===== config.mk =====
export PLATFORM = sky130hd
export DESIGN_NAME = dpv_port
export DESIGN_NICKNAME = d
export VERILOG_FILES = /design/src/core/dpv_pkg.sv /design/src/core/dpv_port.sv
export SDC_FILE = /design/constraint.sdc
export NUM_CORES = 1
export LEC_CHECK = 0
export ABC_AREA = 1
export BUFFER_PORTS_ARGS = -buffer_cell sky130_fd_sc_hd__buf_4
export CAP_MARGIN = 0
export CORE_MARGIN = 1.5
export CORE_UTILIZATION = 40
export DETAILED_ROUTE_END_ITERATION = 6
export HOLD_SLACK_MARGIN = 0.02
export SYNTH_ARGS = -nofsm -noshare
export SYNTH_HDL_FRONTEND = slang
export SYNTH_HIERARCHICAL = 1
export SYNTH_SLANG_ARGS = --single-unit

===== constraint.sdc =====
create_clock -name clock -period 4 [get_ports clock]
set_input_delay 0 -clock clock [delete_from_list [all_inputs] [get_ports clock]]
set_output_delay 0 -clock clock [all_outputs]
set_load 0.1 [all_outputs]

===== src/core/dpv_pkg.sv =====
// Shared constants for the display pixel and video port
package dpv_pkg;
    localparam int CNT_W = 10;
    localparam int PIX_W = 18;
    localparam int VID_W = 8;
    localparam int VFIFO_DEPTH = 8;
    // Cycle counter for measuring dot clock half periods
    localparam int HALF_W = 6;
    // Own clock cycles per half period of the video port clock
    localparam logic [1:0] VID_HALF_CYC = 2'h2;
    // CRT line timing, in pixel clock periods
    localparam logic [CNT_W-1:0] CRT_H_ACTIVE = 10'h010;
    localparam logic [CNT_W-1:0] CRT_HS_START = 10'h012;
    localparam logic [CNT_W-1:0] CRT_HS_END = 10'h016;
    localparam logic [CNT_W-1:0] CRT_H_TOTAL = 10'h01a;
    // CRT frame timing, in lines
    localparam logic [CNT_W-1:0] CRT_V_ACTIVE = 10'h004;
    localparam logic [CNT_W-1:0] CRT_VS_START = 10'h005;
    localparam logic [CNT_W-1:0] CRT_VS_END = 10'h006;
    localparam logic [CNT_W-1:0] CRT_V_TOTAL = 10'h008;
    // Panel sync windows, same line and frame lengths as the CRT
    localparam logic [CNT_W-1:0] PNL_HS_START = 10'h011;
    localparam logic [CNT_W-1:0] PNL_HS_END = 10'h014;
    localparam logic [CNT_W-1:0] PNL_VS_START = 10'h004;
    localparam logic [CNT_W-1:0] PNL_VS_END = 10'h005;
endpackage : dpv_pkg


===== src/core/dpv_port.sv =====
// Pixel bus, sync generation and video byte port toward the companion chip
// Behaviour
// - Pixel port clock runs at dot rate, or twice it in double mode.
// - Pixel port clock paces the transfer of graphics words.
// - Pixel bus changes only with the pixel port clock falling edge.
// - Video port clock toggles only while the video port is enabled.
// - Video bytes change only with the video port clock falling edge.
// - Video valid marks each byte the companion is to take.
// - CRT line sync marks line rate and horizontal retrace.
// - CRT frame sync marks refresh rate and vertical retrace.
// - Panel line sync has its own window, apart from CRT.
// - Panel frame sync has its own window, apart from CRT.
// - Every sync output has its own selectable polarity.
// - Display flag high in active pixels, low in blanking.
`timescale 1ns/10ps

////////////////////////////////////////////////////////////////////////////////
module dpv_fifo #(
    parameter int WIDTH = 8,
    parameter int DEPTH = 8
) (
    input wire logic clock,
    input wire logic rstn,
    input wire logic [WIDTH-1:0] in_data,
    input wire logic in_valid,
    output logic in_ready,
    output logic [WIDTH-1:0] out_data,
    output logic out_valid,
    input wire logic out_ready
);
    localparam int AW = $clog2(DEPTH);
    logic [WIDTH-1:0] mem [DEPTH];
    logic [AW-1:0] wr_r;
    logic [AW-1:0] rd_r;
    logic [AW:0] cnt_r;
    logic [AW:0] cnt_nxt;
    // Room flag is a flop held low through reset, so ready never shows before release
    logic room_r;
    wire push = in_valid && room_r;
    wire pop = out_ready && (cnt_r != '0);

    assign cnt_nxt = cnt_r + (AW+1)'(push) - (AW+1)'(pop);
    assign in_ready = room_r;
    assign out_valid = (cnt_r != '0);
    assign out_data = mem[rd_r];

    always_ff @(posedge clock) begin
        if (push) begin
            mem[wr_r] <= in_data;
        end
    end

    always_ff @(posedge clock) begin
        if (!rstn) begin
            wr_r <= '0;
            rd_r <= '0;
            cnt_r <= '0;
            room_r <= 1'b0;
        end else begin
            wr_r <= push ? AW'(wr_r + 1'b1) : wr_r;
            rd_r <= pop ? AW'(rd_r + 1'b1) : rd_r;
            cnt_r <= cnt_nxt;
            room_r <= (cnt_nxt != (AW+1)'(DEPTH));
        end
    end
endmodule : dpv_fifo

////////////////////////////////////////////////////////////////////////////////
module dpv_port (
    input wire logic clock,
    input wire logic rstn,
    input wire logic dot_clock_in,
    input wire logic double_rate_mode,
    input wire logic [17:0] pixel_data,
    output logic pixel_take,
    output logic pixel_port_clock,
    output logic [17:0] pixel_bus,
    input wire logic crt_line_pol,
    input wire logic crt_frame_pol,
    input wire logic panel_line_pol,
    input wire logic panel_frame_pol,
    output logic crt_line_sync,
    output logic crt_frame_sync,
    output logic panel_line_sync,
    output logic panel_frame_sync,
    output logic active_display_flag,
    input wire logic video_port_enable,
    input wire logic [7:0] video_in_data,
    input wire logic video_in_valid,
    output logic video_in_ready,
    input wire logic video_fifo_ready,
    output logic video_port_clock,
    output logic video_byte_valid,
    output logic [7:0] yuv_stream_bus
);
    localparam int CW = dpv_pkg::CNT_W;
    localparam int HW = dpv_pkg::HALF_W;

    // Sync output level: pol high means asserted high
    function automatic logic sync_lvl(input logic [CW-1:0] c, input logic [CW-1:0] s,
                                      input logic [CW-1:0] e, input logic pol);
        sync_lvl = ((c >= s) && (c < e)) ? pol : !pol;
    endfunction : sync_lvl

    ////////////////////////////////////////////////////////////////////////////
    // Dot clock and companion ready sampling
    logic dot_s1_r;
    logic dot_s2_r;
    logic dot_prev_r;
    logic rdy_s1_r;
    logic rdy_s2_r;

    always_ff @(posedge clock) begin
        if (!rstn) begin
            dot_s1_r <= 1'b0;
            dot_s2_r <= 1'b0;
            dot_prev_r <= 1'b0;
            rdy_s1_r <= 1'b0;
            rdy_s2_r <= 1'b0;
        end else begin
            dot_s1_r <= dot_clock_in;
            dot_s2_r <= dot_s1_r;
            dot_prev_r <= dot_s2_r;
            rdy_s1_r <= video_fifo_ready;
            rdy_s2_r <= rdy_s1_r;
        end
    end

    wire dot_edge = dot_s2_r ^ dot_prev_r;

    ////////////////////////////////////////////////////////////////////////////
    // Pixel port clock
    logic [HW-1:0] cyc_r;
    logic [HW-1:0] half_r;
    logic pclk_r;
    logic pclk_nxt;

    // Double mode adds a toggle mid-way through each measured half period
    wire mid = double_rate_mode && !dot_edge && (half_r > HW'(1))
               && (cyc_r == HW'((half_r >> 1) - HW'(1)));
    assign pclk_nxt = double_rate_mode ? (pclk_r ^ (dot_edge | mid)) : dot_s2_r;
    wire pix_tick = pclk_r && !pclk_nxt;

    always_ff @(posedge clock) begin
        if (!rstn) begin
            cyc_r <= '0;
            half_r <= '0;
            pclk_r <= 1'b0;
        end else begin
            cyc_r <= dot_edge ? '0 : ((&cyc_r) ? cyc_r : HW'(cyc_r + 1'b1));
            half_r <= dot_edge ? HW'(cyc_r + 1'b1) : half_r;
            pclk_r <= pclk_nxt;
        end
    end

    ////////////////////////////////////////////////////////////////////////////
    // Raster counters
    logic [CW-1:0] h_r;
    logic [CW-1:0] v_r;
    wire h_last = (h_r == dpv_pkg::CRT_H_TOTAL - 10'h001);
    wire v_last = (v_r == dpv_pkg::CRT_V_TOTAL - 10'h001);
    wire in_active = (h_r < dpv_pkg::CRT_H_ACTIVE) && (v_r < dpv_pkg::CRT_V_ACTIVE);

    always_ff @(posedge clock) begin
        if (!rstn) begin
            h_r <= '0;
            v_r <= '0;
        end else if (pix_tick) begin
            h_r <= h_last ? '0 : CW'(h_r + 1'b1);
            if (h_last) begin
                v_r <= v_last ? '0 : CW'(v_r + 1'b1);
            end
        end
    end

    ////////////////////////////////////////////////////////////////////////////
    // Pixel bus and syncs, all updated on the pixel clock falling edge
    logic [17:0] pix_r;
    logic take_r;
    logic de_r;
    logic chs_r;
    logic cvs_r;
    logic phs_r;
    logic pvs_r;

    always_ff @(posedge clock) begin
        if (!rstn) begin
            pix_r <= '0;
            take_r <= 1'b0;
            de_r <= 1'b0;
            chs_r <= 1'b0;
            cvs_r <= 1'b0;
            phs_r <= 1'b0;
            pvs_r <= 1'b0;
        end else begin
            take_r <= pix_tick && in_active;
            if (pix_tick) begin
                pix_r <= in_active ? pixel_data : '0;
                de_r <= in_active;
                chs_r <= sync_lvl(h_r, dpv_pkg::CRT_HS_START, dpv_pkg::CRT_HS_END, crt_line_pol);
                cvs_r <= sync_lvl(v_r, dpv_pkg::CRT_VS_START, dpv_pkg::CRT_VS_END,
                                  crt_frame_pol);
                phs_r <= sync_lvl(h_r, dpv_pkg::PNL_HS_START, dpv_pkg::PNL_HS_END,
                                  panel_line_pol);
                pvs_r <= sync_lvl(v_r, dpv_pkg::PNL_VS_START, dpv_pkg::PNL_VS_END,
                                  panel_frame_pol);
            end
        end
    end

    ////////////////////////////////////////////////////////////////////////////
    // Video byte port
    logic [7:0] fifo_data;
    logic fifo_valid;
    logic [1:0] vdiv_r;
    logic vclk_r;
    logic vval_r;
    logic [7:0] vdat_r;

    wire vtick = (vdiv_r == dpv_pkg::VID_HALF_CYC - 2'h1);
    wire vfall = video_port_enable && vtick && vclk_r;
    // pop only while companion has room
    wire vpop = vfall && rdy_s2_r && fifo_valid;

    dpv_fifo #(
        .WIDTH(dpv_pkg::VID_W),
        .DEPTH(dpv_pkg::VFIFO_DEPTH)
    ) u_vfifo (
        .clock(clock),
        .rstn(rstn),
        .in_data(video_in_data),
        .in_valid(video_in_valid),
        .in_ready(video_in_ready),
        .out_data(fifo_data),
        .out_valid(fifo_valid),
        .out_ready(vpop)
    );

    always_ff @(posedge clock) begin
        if (!rstn || !video_port_enable) begin
            vdiv_r <= '0;
            vclk_r <= 1'b0;
            vval_r <= 1'b0;
        end else begin
            vdiv_r <= vtick ? '0 : 2'(vdiv_r + 1'b1);
            vclk_r <= vclk_r ^ vtick;
            if (vfall) begin
                vval_r <= vpop;
            end
        end
    end

    always_ff @(posedge clock) begin
        if (!rstn) begin
            vdat_r <= '0;
        end else if (vpop) begin
            vdat_r <= fifo_data;
        end
    end

    assign pixel_port_clock = pclk_r;
    assign pixel_bus = pix_r;
    assign pixel_take = take_r;
    assign active_display_flag = de_r;
    assign crt_line_sync = chs_r;
    assign crt_frame_sync = cvs_r;
    assign panel_line_sync = phs_r;
    assign panel_frame_sync = pvs_r;
    assign video_port_clock = vclk_r;
    assign video_byte_valid = vval_r;
    assign yuv_stream_bus = vdat_r;
endmodule : dpv_port


==> impl_results.md <==
* CTS tree: built
* Worst Setup Path Type: flop to flop
* GR peak layer: met2
* Synth unique cells at 36
* 1st-pass router iterations at 6
* Boundary Pins at 73
* Design area at 8432 um^2
* Bufs and invs on worst path at 6
* Mapped Cells at 795
* # fillers at between 1.5k and 2k
* CP required at 4320 ps
* Fin nets at 950
* LEAKAGE at 3.608 nW
* Die W at 133.4 um
* Placed inst area at 7445 um^2
* Clock slew at reported path FFs at 60 ps
* CP delay by family, top: simple AND/OR/NAND/NOR gates
* Post-cts sizing count at 0
* FF/Latch Area at 3664 um^2
* Final period util at 73.58%
* Die H at 133.4 um
* Max_cap viols at 0
* Depth of the CTS H-tree at 4
* Post-Place Worst Slack at 1043 ps
* # DRC at 0
* GP Congestion at 0.8322
* Post-route ant nets at 0
* Vias in the first global route at approximately 4.8k
* Worst-Margin Slew at 989.1 ps
* Die area at 17,810 um^2
* Met1 Use GR at 21.24%
* Share of cells above drive strength 1 at 15.27%
* PwrDens at between 400 and 500 nW/um^2
* Area of the multi-input gates at 2575 um^2
* Layout overhead on the synthesized area at 23.88%
* Initial core utilization at 41.04%
* Flops & latches, synth at 151
* Worst hold path class: input pin to flop
* Iter 0 DRT Violations at 230
* Vias per cell at 4.613
* CTS buffer count at 17
* Syn nets at 848
* Final setup vio count at 0
* Diode count at 0
* Slew Viols, Final at 0
* Final WL at 14.51 mm
* Crit path time final at 2943 ps
* Routed vias at 5,213
* Cell Area, Synth at 6807 um^2
* Core Box Area at around 17,000 um^2
* GRT met3 Usage at 4.224%
* IO Port Bufs at 72
* Worst clock skew at around 11 ps
* Met2 track demand over resource at between 20% and 30%
* Setup crit end kind: flop
* Worst vdd ir at around 0.00032 V
* Synth Area per Inst at between 8 and 9 um^2
* Max stage delay cell, worst path: fa_1
* Max-slew headroom at ~34%
* Final WS setup at 1057 ps
* Grt ovf at 0
* GRT Total Usage at 16.99%
* Routed WL per cell at 12.84 um
* Largest net degree at the start of global routing at 53
* Worst EP arrival at 3260 ps
* YS warnings at 6
* Commonest non-fill, non-tap cells in the layout: nand2_1 (161), nor2_1 (141), inv_1 (91), dfxtp_1 (87), buf_4 (74)
* Final Hold Vio Count at 0
* CTS Sinks at 151
* First-pass GRT wire length at 23.52 mm
* # rows at 47
* Final HPWL DP at just over 9 mm
* Clk buf depth at 2
* CP max FO at 10
* Sequential area share after synthesis at about 54%
* Clock latency on the worst-skew pair at 420 ps
* Final TNS setup at 0 ps
* CP Launch Type: flop
* CP peak stage delay at between 500 and 600 ps
* Max Clock Freq at 339.8 MHz
* Most common cell after layout, fill and taps aside: nand2_1
* Outcome: finished, final reports clean
* RSZ-0062 raised after global routing: false
* Critical-path cell list: inv_1 > ha_1 > nand2_1 > inv_1 > nand4_1 > clkinv_1 > nand2_1 > nor2_1 > inv_1 > nand2_1 > ha_1 > inv_1 > fa_1 > nand2_1 > nor2_1 > nand3_1 > nand2_1 > inv_1
* Root buf cell: clkbuf_16
* Antenna violations before repair at 0
## cell families (layout without fill, tap and decap cells)
| group | Yosys count | count (layout) | synth area share (%) |
|---|---|---|---|
| simple gates | 377 | 377 | 23.09 |
| fa+ha+maj | 16 | 16 | 3.051 |
| buf+inv | 124 | 239 | 8.346 |
| compound gates | 107 | 107 | 9.118 |
| flops | 151 | 151 | 53.82 |
| xor+xnor | 20 | 20 | 2.573 |
## Yosys cell counts
| cell | number | area [um^2] |
|---|---|---|
| inv_1 | 91 | 341.6 |
| o22ai_1 | 4 | 25.02 |
| or2_2 | 3 | 18.77 |
| dfxtp_1 | 87 | 1742 |
| nor2_1 | 141 | 529.3 |
| inv_2 | 1 | 3.750 |
| edfxtp_1 | 64 | 1922 |
| buf_4 | 5 | 37.54 |
| nor3b_1 | 2 | 15.01 |
| o2111ai_1 | 1 | 8.760 |
| xor2_1 | 16 | 140.1 |
| a31oi_1 | 1 | 6.260 |
| a21oi_1 | 32 | 160.2 |
| fa_1 | 1 | 20.02 |
| o21ai_0 | 18 | 90.09 |
| o21ai_2 | 18 | 157.7 |
| inv_4 | 3 | 18.77 |
| nor4_4 | 1 | 21.27 |
| buf_6 | 9 | 101.4 |
| nand2_2 | 2 | 12.51 |
| nor4_1 | 1 | 6.260 |
| o211ai_1 | 1 | 7.510 |
| clkinv_1 | 3 | 11.26 |
| nand2_1 | 161 | 604.3 |
| nand2_4 | 2 | 22.52 |
| nand4_1 | 7 | 43.79 |
| xnor2_1 | 4 | 35.03 |
| nor2_2 | 2 | 12.51 |
| o21ai_1 | 30 | 150.1 |
| nand3_1 | 42 | 210.2 |
| clkbuf_1 | 5 | 18.77 |
| ha_1 | 15 | 187.7 |
| nor3_1 | 11 | 55.05 |
| nand3_2 | 2 | 20.02 |
| buf_2 | 7 | 35.03 |
| a211oi_1 | 2 | 15.01 |
## final cells by class
class,count,share of cell area (%)
Clock buffer,19,5.253
Multi-Input combinational cell,520,30.54
Sequential cell,151,43.45
Inverter,98,4.452
Timing Repair Buffer,109,10.74
Tap cell,220,3.265
Clock inverter,13,2.300
## per-stage QoR
step	util (%)	hold slack (ps)	cells	power, mW
5_1_grt	50.85	102.0	1130	3.972
4_1_cts	50.85	62.20	1130	3.871
2_1_floorplan	-	97.63	795	2.013
6_report	50.85	79.92	1130	3.830
3_3_place_gp	44.89	188.5	1063	2.124
3_5_place_dp	44.89	188.9	1063	2.124
## layer usage
| layer | share of wire (%) | vias up |
|---|---|---|
| li1 | - | 2768 |
| met1 | 47 | 2342 |
| met2 | 48 | 82 |
| met3 | 3.0 | 21 |
| met4 | 2.0 | 0 |
| met5 | 0 | - |
## power breakdown
part	internal [mW]	switching (mW)	leakage (nW)	total [mW]
sequential	1.66	0.0297	1.28	1.69
combinational	0.139	0.289	2.02	0.428
clock	1.07	0.641	0.302	1.71
total	2.87	0.960	3.61	3.83
## path summary, 6_finish.rpt
path,from,to,slack [ps],cells past startpoint
min,rstn,dot_s1_r,80,3
min reg2reg,dot_s1_r,dot_s2_r,410,2
max,vdiv_r[1],u_vfifo/in_ready,1060,18
max reg2reg,vdiv_r[1],u_vfifo/in_ready,1060,18
## tightest hold or removal path: cells and delay by family
kind,cells,cell delay [ps]
buffers and inverters,2,310
and+or+nand+nor,1,120
## sequential cells by signal, summed over array words and instances (netlist names), 2 cells and up, named ones only
name	count
cyc_r	6
u_vfifo/cnt_r	4
u_vfifo/rd_r	3
h_r	10
vdiv_r	2
pixel_bus	18
half_r	5
yuv_stream_bus	8
u_vfifo/mem	64
v_r	10
u_vfifo/wr_r	3
## what timing repair did
action                    in CTS  in global routing
setup buffers                  0                  0
hold endpoints to repair      95                  0
hold buffers                  35                  0
Note: power is estimated with default switching activity, not from simulation.
